File: src/inc/dsc_pkg.sv
/*
  Shared types and constants of the disk sector cache controller.
  Assumes one drive clock domain; sectors are counted, not bytes.
*/
// Summary of operation
// - Partial read hit starts host transfer from the buffer; the rest comes from media
// - A partially hit read never starts read-ahead afterwards
// - Host pointer at hit data, disk pointer just after it
// - Hit sectors go to the host while missing sectors are read
// - Cached write completes with a good interrupt once all sectors are received
// - Sequential write during recording continues without a rotational search
// - Sequential write after recording has ended searches normally
// - Non-sequential write is taken now and recorded after the previous one
// - Reset or cache disable waits until every pending sector is recorded
// - Read of just-written sectors is served from write data, no media read
// - Unrecovered write error skips that sector and records the remainder
// - After a cached write error the next non-write command is refused with error status
// - A write after error processing is recorded first, then the error reported
// - A failed recovery clears write cache enable until the host sets it again
// - Write cache enable comes back enabled after every power-up
// - Only the three write commands use posted write caching
// - A sector reassigned successfully raises no error
`default_nettype none
package dsc_pkg;
  localparam int LBA_W = 28;
  localparam int CNT_W = 8;
  localparam int PTR_W = 9;
  localparam int REM_W = 10;
  localparam int DATA_W = 16;
  localparam int FIFO_DEPTH = 16;
  localparam logic [PTR_W-1:0] RC_SEG_BASE = 9'h000;
  localparam logic [PTR_W-1:0] WC_SEG_BASE = 9'h100;
  localparam logic WCE_RESET = 1'h1;

  typedef enum logic [2:0] {
    OP_RD_PIO = 3'h0, OP_RD_MUL = 3'h1, OP_RD_DMA = 3'h2,
    OP_WR_PIO = 3'h4, OP_WR_MUL = 3'h5, OP_WR_DMA = 3'h6, OP_OTHER = 3'h7
  } dsc_op_t;

  typedef enum logic [3:0] {
    ST_IDLE = 4'h1, ST_READ = 4'h2, ST_WRRX = 4'h4, ST_WRWAIT = 4'h8
  } dsc_state_t;

  typedef struct packed {
    dsc_op_t          op;
    logic [LBA_W-1:0] lba;
    logic [CNT_W-1:0] cnt;
  } dsc_cmd_t;

  typedef struct packed {
    logic             wr;
    logic             seek;
    logic [LBA_W-1:0] lba;
    logic [CNT_W-1:0] cnt;
  } dsc_med_t;

  typedef struct packed {
    logic             err;
    logic [LBA_W-1:0] lba;
  } dsc_err_t;

  typedef struct packed {
    logic             valid;
    logic [LBA_W-1:0] base;
    logic [CNT_W-1:0] cnt;
    logic [PTR_W-1:0] addr;
  } dsc_seg_t;

  function automatic logic isWrite(input dsc_op_t op);
    isWrite = (op == OP_WR_PIO) || (op == OP_WR_MUL) || (op == OP_WR_DMA);
  endfunction : isWrite

  function automatic logic isRead(input dsc_op_t op);
    isRead = (op == OP_RD_PIO) || (op == OP_RD_MUL) || (op == OP_RD_DMA);
  endfunction : isRead
endpackage : dsc_pkg
`default_nettype wire

File: src/hdl/dsc_fifo.sv
/*
  Write data FIFO between host and media.
  Assumes both sides share clk; ce freezes all state.
*/
`timescale 1ns/1ns
`default_nettype none
module dsc_fifo #(
  parameter int W     = 16,
  parameter int DEPTH = 16
) (
  input  wire logic         clk,
  input  wire logic         resetn,
  input  wire logic         ce,
  input  wire logic         inValid,
  output logic              inReady,
  input  wire logic [W-1:0] inData,
  output logic              outValid,
  input  wire logic         outReady,
  output logic [W-1:0]      outData
);
  localparam int AW = $clog2(DEPTH);
  logic [W-1:0] mem [DEPTH];
  logic [AW:0]  wrPtr_q;
  logic [AW:0]  wrPtr_d;
  logic [AW:0]  rdPtr_q;
  logic [AW:0]  rdPtr_d;
  logic         push;
  logic         pop;

  always_comb
  begin
    inReady  = ce && !((wrPtr_q[AW] != rdPtr_q[AW]) && (wrPtr_q[AW-1:0] == rdPtr_q[AW-1:0]));
    outValid = ce && (wrPtr_q != rdPtr_q);
    outData  = mem[rdPtr_q[AW-1:0]];
    push     = inValid && inReady;
    pop      = outValid && outReady;
    wrPtr_d  = push ? wrPtr_q + 1'b1 : wrPtr_q;
    rdPtr_d  = pop ? rdPtr_q + 1'b1 : rdPtr_q;
  end

  always_ff @(posedge clk)
  begin
    if (!resetn)
    begin
      wrPtr_q <= '0;
      rdPtr_q <= '0;
    end
    else if (ce)
    begin
      wrPtr_q <= wrPtr_d;
      rdPtr_q <= rdPtr_d;
    end
  end

  always_ff @(posedge clk)
  begin
    if (ce && push)
      mem[wrPtr_q[AW-1:0]] <= inData;
  end
endmodule : dsc_fifo
`default_nettype wire

File: src/hdl/dsc_hit_check.sv
/*
  Compares a requested sector range with one buffered segment.
  Assumes the segment record is stable during the compare.
*/
`timescale 1ns/1ns
`default_nettype none
module dsc_hit_check (
  input  wire logic [dsc_pkg::LBA_W-1:0] lba,
  input  wire logic [dsc_pkg::CNT_W-1:0] cnt,
  input  wire dsc_pkg::dsc_seg_t         seg,
  output logic                           leadHit,
  output logic                           fullHit,
  output logic [dsc_pkg::PTR_W-1:0]      hitCnt,
  output logic [dsc_pkg::PTR_W-1:0]      hitAddr
);
  logic [dsc_pkg::LBA_W-1:0] off;
  logic [dsc_pkg::CNT_W-1:0] avail;

  always_comb
  begin
    off     = lba - seg.base;
    avail   = seg.cnt - off[dsc_pkg::CNT_W-1:0];
    leadHit = seg.valid && (lba >= seg.base) && (off < {20'h0, seg.cnt});
    fullHit = leadHit && (cnt <= avail);
    hitCnt  = {1'h0, (fullHit ? cnt : avail)};
    hitAddr = seg.addr + off[dsc_pkg::PTR_W-1:0];
  end
endmodule : dsc_hit_check
`default_nettype wire

File: src/hdl/dsc_cache_ctrl.sv
/*
  Sector cache control: read hits, posted writes, deferred errors.
  Assumes a media engine that takes commands, pulls write words one
  per sector and reports each sector done, failed or reassigned.
*/
`timescale 1ns/1ns
`default_nettype none
module dsc_cache_ctrl (
  input  wire logic                      clk,
  input  wire logic                      resetn,
  input  wire logic                      ce,
  input  wire logic                      cmdValid,
  input  wire dsc_pkg::dsc_cmd_t         cmd,
  output logic                           cmdReady,
  input  wire logic                      hostWrValid,
  input  wire logic [dsc_pkg::DATA_W-1:0] hostWrData,
  output logic                           hostWrReady,
  output logic                           hostXferStart,
  input  wire logic                      hostXferDone,
  output logic [dsc_pkg::PTR_W-1:0]      hostBufferPointer,
  output logic [dsc_pkg::PTR_W-1:0]      diskBufferPointer,
  output logic                           irq,
  output dsc_pkg::dsc_err_t              endStatus,
  output logic                           medCmdValid,
  output dsc_pkg::dsc_med_t              medCmd,
  input  wire logic                      medCmdReady,
  output logic                           medWrValid,
  output logic [dsc_pkg::DATA_W-1:0]     medWrData,
  input  wire logic                      medWrReady,
  input  wire logic                      medSecDone,
  input  wire logic                      medSecErr,
  input  wire logic                      medReassigned,
  input  wire logic                      rstReq,
  input  wire logic                      wcDisReq,
  input  wire logic                      wcEnReq,
  output logic                           rstAck,
  output logic                           wceOut
);
  dsc_pkg::dsc_state_t           st_q, st_d;
  dsc_pkg::dsc_cmd_t             cmd_q, cmd_d;
  dsc_pkg::dsc_med_t             mc_q, mc_d, qc_q, qc_d;
  dsc_pkg::dsc_err_t             err_q, err_d, stat_q, stat_d;
  dsc_pkg::dsc_seg_t             wcSeg_q, wcSeg_d, rcSeg_q, rcSeg_d;
  logic [dsc_pkg::REM_W-1:0]     rem_q, rem_d;
  logic [dsc_pkg::CNT_W:0]       rx_q, rx_d;
  logic [dsc_pkg::LBA_W-1:0]     end_q, end_d, cur_q, cur_d;
  logic [dsc_pkg::PTR_W-1:0]     hbp_q, hbp_d, dbp_q, dbp_d;
  logic                          mcv_q, mcv_d, qv_q, qv_d, wce_q, wce_d;
  logic                          curWr_q, curWr_d, hostDone_q, hostDone_d;
  logic                          irq_q, irq_d, xs_q, xs_d;
  logic                          rstPend_q, rstPend_d, dis_q, dis_d;
  logic                          wrBusy, errSet, rxTake, fifoInRdy;
  logic                          rcLead, rcFull, wcLead, wcFull;
  logic [dsc_pkg::PTR_W-1:0]     rcCnt, rcAddr, wcCnt, wcAddr;

  dsc_hit_check u_rcHit (
    .lba     (cmd.lba),
    .cnt     (cmd.cnt),
    .seg     (rcSeg_q),
    .leadHit (rcLead),
    .fullHit (rcFull),
    .hitCnt  (rcCnt),
    .hitAddr (rcAddr)
  );

  dsc_hit_check u_wcHit (
    .lba     (cmd.lba),
    .cnt     (cmd.cnt),
    .seg     (wcSeg_q),
    .leadHit (wcLead),
    .fullHit (wcFull),
    .hitCnt  (wcCnt),
    .hitAddr (wcAddr)
  );

  dsc_fifo #(.W(dsc_pkg::DATA_W), .DEPTH(dsc_pkg::FIFO_DEPTH)) u_fifo (
    .clk      (clk),
    .resetn   (resetn),
    .ce       (ce),
    .inValid  (rxTake),
    .inReady  (fifoInRdy),
    .inData   (hostWrData),
    .outValid (medWrValid),
    .outReady (medWrReady),
    .outData  (medWrData)
  );

  always_comb
  begin
    // Pending-write flag
    // busy while unrecorded
    wrBusy      = (rem_q != '0) || qv_q || mcv_q;
    hostWrReady = ce && (st_q == dsc_pkg::ST_WRRX) && (rx_q < {1'h0, cmd_q.cnt}) && fifoInRdy;
    rxTake      = hostWrReady && hostWrValid;
    cmdReady    = ce && (st_q == dsc_pkg::ST_IDLE) && !rstPend_q && !dis_q && !mcv_q;
    if (dsc_pkg::isWrite(cmd.op) && qv_q)
      cmdReady = 1'h0;
    if (dsc_pkg::isRead(cmd.op) && !err_q.err && wrBusy && !wcFull)
      cmdReady = 1'h0;
    rstAck      = ce && (st_q == dsc_pkg::ST_IDLE) && rstPend_q && !wrBusy;
  end

  always_comb
  begin
    st_d = st_q;  cmd_d = cmd_q;  mc_d = mc_q;  qc_d = qc_q;  err_d = err_q;
    stat_d = stat_q;  wcSeg_d = wcSeg_q;  rcSeg_d = rcSeg_q;  rem_d = rem_q;
    rx_d = rx_q;  end_d = end_q;  cur_d = cur_q;  hbp_d = hbp_q;  dbp_d = dbp_q;
    mcv_d = mcv_q;  qv_d = qv_q;  wce_d = wce_q;  curWr_d = curWr_q;
    hostDone_d = hostDone_q;  irq_d = 1'h0;  xs_d = 1'h0;
    dis_d = dis_q || wcDisReq;
    rstPend_d = rstReq || (rstPend_q && !rstAck);
    if (wcEnReq)
      wce_d = 1'h1;
    if (mcv_q && medCmdReady)
      mcv_d = 1'h0;
    if ((medSecDone || medSecErr) && (rem_q != '0))
    begin
      rem_d = rem_q - 1'b1;
      cur_d = cur_q + 1'b1;
    end
    errSet = medSecErr && curWr_q && !medReassigned;
    if (errSet)
    begin
      err_d = '{err: 1'h1, lba: cur_q};
      wce_d = 1'h0;
    end
    if (qv_q && (rem_d == '0) && !mcv_q)
    begin
      mc_d = qc_q;
      mcv_d = 1'h1;
      qv_d = 1'h0;
      rem_d = {2'h0, qc_q.cnt};
      cur_d = qc_q.lba;
      curWr_d = 1'h1;
    end
    if (rstAck)
    begin
      wcSeg_d.valid = 1'h0;
      rcSeg_d.valid = 1'h0;
    end
    if (dis_q && !wrBusy && (st_q == dsc_pkg::ST_IDLE))
    begin
      wce_d = 1'h0;
      dis_d = wcDisReq;
      wcSeg_d.valid = 1'h0;
    end
    case (st_q)
      dsc_pkg::ST_IDLE:
      begin
        if (cmdValid && cmdReady)
        begin
          cmd_d = cmd;
          if (err_q.err && !dsc_pkg::isWrite(cmd.op))
          begin
            irq_d = 1'h1;
            stat_d = err_q;
            if (!errSet)
              err_d.err = 1'h0;
          end
          else if (dsc_pkg::isWrite(cmd.op))
          begin
            st_d = dsc_pkg::ST_WRRX;
            rx_d = '0;
            wcSeg_d = '{valid: 1'h1, base: cmd.lba, cnt: cmd.cnt, addr: dsc_pkg::WC_SEG_BASE};
            rcSeg_d.valid = 1'h0;
            end_d = cmd.lba + {20'h0, cmd.cnt};
            curWr_d = 1'h1;
            if ((cmd.lba == end_q) && (rem_q != '0))
            begin
              mc_d = '{wr: 1'h1, seek: 1'h0, lba: cmd.lba, cnt: cmd.cnt};
              mcv_d = 1'h1;
              rem_d = rem_d + {2'h0, cmd.cnt};
            end
            else if (!wrBusy)
            begin
              mc_d = '{wr: 1'h1, seek: 1'h1, lba: cmd.lba, cnt: cmd.cnt};
              mcv_d = 1'h1;
              rem_d = {2'h0, cmd.cnt};
              cur_d = cmd.lba;
            end
            else
            begin
              qv_d = 1'h1;
              qc_d = '{wr: 1'h1, seek: 1'h1, lba: cmd.lba, cnt: cmd.cnt};
            end
          end
          else if (dsc_pkg::isRead(cmd.op))
          begin
            st_d = dsc_pkg::ST_READ;
            xs_d = 1'h1;
            if (wcFull)
            begin
              hbp_d = wcAddr;
              dbp_d = wcAddr + wcCnt;
            end
            else if (rcLead)
            begin
              hbp_d = rcAddr;
              dbp_d = rcAddr + rcCnt;
              if (!rcFull)
              begin
                mc_d = '{wr: 1'h0, seek: 1'h1, lba: cmd.lba + {19'h0, rcCnt},
                         cnt: cmd.cnt - rcCnt[dsc_pkg::CNT_W-1:0]};
                mcv_d = 1'h1;
                rem_d = {2'h0, cmd.cnt - rcCnt[dsc_pkg::CNT_W-1:0]};
                curWr_d = 1'h0;
              end
            end
            else
            begin
              hbp_d = dsc_pkg::RC_SEG_BASE;
              dbp_d = dsc_pkg::RC_SEG_BASE;
              mc_d = '{wr: 1'h0, seek: 1'h1, lba: cmd.lba, cnt: cmd.cnt};
              mcv_d = 1'h1;
              rem_d = {2'h0, cmd.cnt};
              curWr_d = 1'h0;
            end
          end
          else
          begin
            irq_d = 1'h1;
            stat_d = '0;
            wcSeg_d.valid = 1'h0;
            rcSeg_d.valid = 1'h0;
          end
        end
      end
      dsc_pkg::ST_READ:
      begin
        hostDone_d = hostDone_q || hostXferDone;
        if (hostDone_d && (rem_q == '0) && !mcv_q)
        begin
          irq_d = 1'h1;
          stat_d = '0;
          hostDone_d = 1'h0;
          st_d = dsc_pkg::ST_IDLE;
          rcSeg_d = '{valid: 1'h1, base: cmd_q.lba, cnt: cmd_q.cnt, addr: hbp_q};
        end
      end
      dsc_pkg::ST_WRRX:
      begin
        if (rxTake)
          rx_d = rx_q + 1'b1;
        if (rx_d == {1'h0, cmd_q.cnt})
        begin
          if (wce_q && !err_q.err)
          begin
            irq_d = 1'h1;
            stat_d = '0;
            st_d = dsc_pkg::ST_IDLE;
          end
          else
            st_d = dsc_pkg::ST_WRWAIT;
        end
      end
      dsc_pkg::ST_WRWAIT:
      begin
        if (!wrBusy)
        begin
          irq_d = 1'h1;
          stat_d = err_q;
          if (!errSet)
            err_d.err = 1'h0;
          st_d = dsc_pkg::ST_IDLE;
        end
      end
      default:
        st_d = dsc_pkg::ST_IDLE;
    endcase
  end

  always_ff @(posedge clk)
  begin
    if (!resetn)
    begin
      st_q <= dsc_pkg::ST_IDLE;  cmd_q <= '0;  mc_q <= '0;  qc_q <= '0;
      err_q <= '0;  stat_q <= '0;  wcSeg_q <= '0;  rcSeg_q <= '0;  rem_q <= '0;
      rx_q <= '0;  end_q <= '0;  cur_q <= '0;  hbp_q <= '0;  dbp_q <= '0;
      mcv_q <= 1'h0;  qv_q <= 1'h0;  curWr_q <= 1'h0;  hostDone_q <= 1'h0;
      wce_q <= dsc_pkg::WCE_RESET;
      irq_q <= 1'h0;  xs_q <= 1'h0;  rstPend_q <= 1'h0;  dis_q <= 1'h0;
    end
    else if (ce)
    begin
      st_q <= st_d;  cmd_q <= cmd_d;  mc_q <= mc_d;  qc_q <= qc_d;
      err_q <= err_d;  stat_q <= stat_d;  wcSeg_q <= wcSeg_d;  rcSeg_q <= rcSeg_d;
      rem_q <= rem_d;  rx_q <= rx_d;  end_q <= end_d;  cur_q <= cur_d;
      hbp_q <= hbp_d;  dbp_q <= dbp_d;  mcv_q <= mcv_d;  qv_q <= qv_d;
      wce_q <= wce_d;  curWr_q <= curWr_d;  hostDone_q <= hostDone_d;
      irq_q <= irq_d;  xs_q <= xs_d;  rstPend_q <= rstPend_d;  dis_q <= dis_d;
    end
  end

  assign hostBufferPointer = hbp_q;
  assign diskBufferPointer = dbp_q;
  assign irq               = irq_q;
  assign hostXferStart     = xs_q;
  assign endStatus         = stat_q;
  assign medCmdValid       = mcv_q;
  assign medCmd            = mc_q;
  assign wceOut            = wce_q;

  property p_earlyDone;
    @(posedge clk) disable iff (!resetn)
    (ce && st_q == dsc_pkg::ST_WRRX && rx_d == {1'h0, cmd_q.cnt} && wce_q && !err_q.err)
      |=> (irq && !endStatus.err && st_q == dsc_pkg::ST_IDLE);
  endproperty
  a_earlyDone: assert property (p_earlyDone) else $error("No early completion");

  property p_refuse;
    @(posedge clk) disable iff (!resetn)
    (cmdValid && cmdReady && err_q.err && !dsc_pkg::isWrite(cmd.op))
      |=> (irq && endStatus.err && st_q == dsc_pkg::ST_IDLE);
  endproperty
  a_refuse: assert property (p_refuse) else $error("Stored error not reported");

  property p_drainFirst;
    @(posedge clk) disable iff (!resetn)
    rstAck |-> (!medWrValid && !medCmdValid && (rem_q == '0) && !qv_q);
  endproperty
  a_drainFirst: assert property (p_drainFirst) else $error("Reset acted while busy");

  property p_selfDisable;
    @(posedge clk) disable iff (!resetn)
    (ce && medSecErr && curWr_q && !medReassigned) |=> (!wceOut && err_q.err);
  endproperty
  a_selfDisable: assert property (p_selfDisable) else $error("Cache not disabled");

  property p_reassignQuiet;
    @(posedge clk) disable iff (!resetn)
    (ce && medSecErr && medReassigned && !err_q.err) |=> !err_q.err;
  endproperty
  a_reassignQuiet: assert property (p_reassignQuiet) else $error("Reassign flagged");

  property p_pointers;
    @(posedge clk) disable iff (!resetn)
    (cmdValid && cmdReady && !err_q.err && dsc_pkg::isRead(cmd.op) && !wcFull && rcLead)
      |=> (diskBufferPointer == hostBufferPointer + $past(rcCnt)) && hostXferStart;
  endproperty
  a_pointers: assert property (p_pointers) else $error("Partial hit pointers");

  property p_noSearch;
    @(posedge clk) disable iff (!resetn)
    (cmdValid && cmdReady && !err_q.err && dsc_pkg::isWrite(cmd.op) && cmd.lba == end_q
      && rem_q != '0) |=> (medCmdValid && !medCmd.seek && medCmd.wr);
  endproperty
  a_noSearch: assert property (p_noSearch) else $error("Sequential write searched");

  property p_wcRead;
    @(posedge clk) disable iff (!resetn)
    (cmdValid && cmdReady && !err_q.err && dsc_pkg::isRead(cmd.op) && wcFull)
      |=> !(medCmdValid && !medCmd.wr) [*2];
  endproperty
  a_wcRead: assert property (p_wcRead) else $error("Media read on write hit");
endmodule : dsc_cache_ctrl
`default_nettype wire

File: config.mk
export PLATFORM = sky130hd
export DESIGN_NAME = dsc_cache_ctrl
export DESIGN_NICKNAME = d
export VERILOG_FILES = /design/src/inc/dsc_pkg.sv /design/src/hdl/dsc_fifo.sv /design/src/hdl/dsc_hit_check.sv /design/src/hdl/dsc_cache_ctrl.sv
export SDC_FILE = /design/constraint.sdc
export NUM_CORES = 2
export LEC_CHECK = 0
export BUFFER_PORTS_ARGS = -buffer_cell sky130_fd_sc_hd__buf_2
export CAP_MARGIN = 40
export CORE_MARGIN = 5
export CORE_UTILIZATION = 44
export CTS_BUF_LIST = sky130_fd_sc_hd__clkbuf_16
export DETAILED_ROUTE_END_ITERATION = 10
export PLACE_DENSITY_LB_ADDON = 0.12
export SYNTH_ARGS = -nofsm -noshare
export SYNTH_HDL_FRONTEND = slang
export SYNTH_SLANG_ARGS = --single-unit
File: constraint.sdc
create_clock -name clk -period 8.8 [get_ports clk]
set_input_delay 0.88 -clock clk [delete_from_list [all_inputs] [get_ports clk]]
set_output_delay 0.88 -clock clk [all_outputs]
set_load 0.05 [all_outputs]
==> flow_summary.ini <==
[min_path]
min_path_type = flip-flop to flip-flop

[timing]
finalMaxSlewViolations = 0
finalHoldViolCount = 0
fin_crit_sh_pct = 93.8
clock_skew_ps = 49.5
fmax_mhz = 121
finalCriticalPeriod_ps = 8260
whs_ps = 435
setup_viol = 0
max_slew_margin_pct = 36.8
worstMarginPinSlew_ps = 943
rsz0062_at_grt = no
setup_ws_ps = 541

[detailed_routing]
drcViolationCount = 0
drtIter0Drc = 3313
vias = 30800
firstDrtPassIters = 8
wire_per_inst_um = 24.0
drt_wl_total_um = 125000
ant_nets = 0
via_per_inst = 5.92

[cts]
root_buffer = clkbuf_16
clockBufferDepth = 3
cts-buffers-inserted = 73
cts_sinks = 629
htreeDepth = 3
tritoncts = yes
hold_buffers = 0
clk_pin_slew_ps = 50
post_cts_buffers = 0
post_cts_resize_count = 0
clock_latency_ps = 660

[critical_path]
worstSetupPathType = input pin to flip-flop
worst_setup_path_end_kind = flip-flop
worstPathMaxFanout = 11
cp.arrival_ps = 8740
crit_slowest_cell = or4_1
cp-start-kind = input pin
slowest_delay_ps = 490
cp_common_cell = a21o_1
required_ps = 9280

[yosys]
synth_ff_type = dfxtp_1
yosysMostFrequentCell = nand2_1
ys_top_cells_by_area = edfxtp_1 22%, dfxtp_1 21%, nand2_1 7.4%
synth-edff-count = 256
synthTopCellsByCount = 700 x nand2_1, 417 x a21oi_1, 373 x dfxtp_1
ys_seq_area_share_pct = 42.5
ys_ff_latch = 629
avgSynthCellArea_um2 = 9.02
yosysTopAreaCellShare_pct = 21.5
synth_cell_type_count = 89
yosysTopAreaCell = edfxtp_1
synth_fp_nets = 4209
syn_inst = 3957
yosys_warnings = 0
syn-cell-area_um2 = 35700
async_reset_ff_share_pct = 0

[global_routing]
antenna_found_initial = 5
met2_usage_pct = 45.0
use_met1_pct = 38.5
track_usage_pct = 27.8
grt_pass1_wl_um = 186000
grt_max_degree = 76
grt_pass1_vias = 28800
top_usage_layer = met2
met3_usage_pct = 5.09
overflow = 0

[floorplanning]
start_util_pct = 44.4
rows = 104
coreArea_um2 = 80400
ioPinCount = 178
dieWidth_um = 295
dieArea_um2 = 86900
chipHeight_um = 295

[final_layout]
finalNonFillerCells = 5191
area_delta_synth_final_pct = 13.5
drive_above_1_share_pct = 13.1
finalNetCount = 4322

[run_status]
outcome = finished clean

[power_and_ir_drop]
powerDensity_nw_per_um2 = 195
ir_worst_vdd_v = 0.000140
leakage_nw = 14.6

[flow_run]
cap_violations = 0

[place]
hpwl_um = 87300
place_congestion = 0.921
port_buffers = 177
place_ws_ps = -19.8
dp_cells = 5055
==> cells in the final DEF, fill, tap and decap left out, types with 16 or more instances in the layout <==
cell type  Yosys  routed
o21a_1        28      28
nor4_1        22      21
nand2b_1      41      41
ha_1         172     172
buf_4          0     107
clkinv_1       0      16
a31oi_1       33      32
buf_2         13     176
a211oi_1      35      35
nor3_1        77      69
nand3_1       74      73
nor2_2         1      16
o211ai_1      29      29
a21o_1        56      56
and2_1        17      17
nor2b_1       29      29
a311oi_1      18      18
xnor2_1      100     100
dfxtp_1      373     371
o21bai_1      19      19
nor2_1       233     217
mux2i_1       64      64
and3_1        23      23
mux4_2        80      80
edfxtp_1     256     256
xor2_1        92      92
o22ai_1       30      30
a21oi_1      417     415
clkbuf_16      0      73
a21boi_0      16      16
inv_1        171     189
nand2_1      700     698
a22oi_1       31      31
o21ai_0      211     211
nand4_1       55      55
==> worst max-delay path: cells and delay by family <==
family	cells	cell delay, ps
simple gates	7	1430
fa+ha+maj	5	1590
buf+inv	5	920
xor+xnor	3	730
compound gates	16	3180
==> layout make-up <==
class,instances,area (µm²)
Fill cell,7582,39900
Multi-Input combinational cell,2903,19100
Sequential cell,629,15200
Timing Repair Buffer,291,1860
Clock buffer,73,1830
Tap cell,1060,1330
Inverter,172,653
Clock inverter,59,587
Antenna cell,4,10.0
==> stage by stage <==
step	total power, mW	TNS (ps)	area (µm²)	util (%)
after global routing	8.21	0	40500	50.3
after global placement	4.84	0	37900	47.1
final	7.88	0	40500	50.4
after detailed placement	4.85	-19.8	38100	47.3
after floorplan	4.32	0	35700	-
after CTS	7.91	0	40500	50.3
==> final timing paths <==
check	start	endpoint	slack, ps	depth (start not counted)
max	cmd[8]	diskBufferPointer[7]$_SDFFE_PN0P_	540	36
min	cmd_q[15]$_SDFFE_PN0P_	rcSeg_q[24]$_SDFFE_PN0P_	440	2
max reg2reg	wcSeg_q[17]$_SDFFE_PN0P_	diskBufferPointer[7]$_SDFFE_PN0P_	860	34
min reg2reg	cmd_q[15]$_SDFFE_PN0P_	rcSeg_q[24]$_SDFFE_PN0P_	440	2
==> sequential cells by signal, summed over array words and instances, names as in the netlist, 9 cells and up, named ones only <==
signal             cells
cmd_q                 36
rem_q                 10
end_q                 28
endStatus             29
rx_q                   9
hostBufferPointer      9
rcSeg_q               46
qc_q                  37
diskBufferPointer      9
medCmd                38
err_q                 29
u_fifo.mem           256
cur_q                 28
wcSeg_q               38
==> where the power goes <==
part	switching [mW]	internal, mW
logic	1.09	0.562
clock network	1.31	1.74
registers	0.0777	3.10
total	2.48	5.41
==> cells by family after synthesis <==
logic type,count (synthesis),share of synthesized area [%]
AO/OA/AOI/OAI,1046,18.1
XOR/XNOR,192,4.71
buffers and inverters,425,4.54
adder cells (fa/ha/maj),183,6.65
flip-flops,629,42.5
AND/OR/NAND/NOR,1333,16.5
multiplexers,149,7.00
==> per-layer routing <==
layer,wire [µm],vias up
li1,-,14400
met1,53000,14800
met3,9930,226
met5,13,-
met2,57600,1256
met4,4110,2
Power figures use the tool's default switching activity.
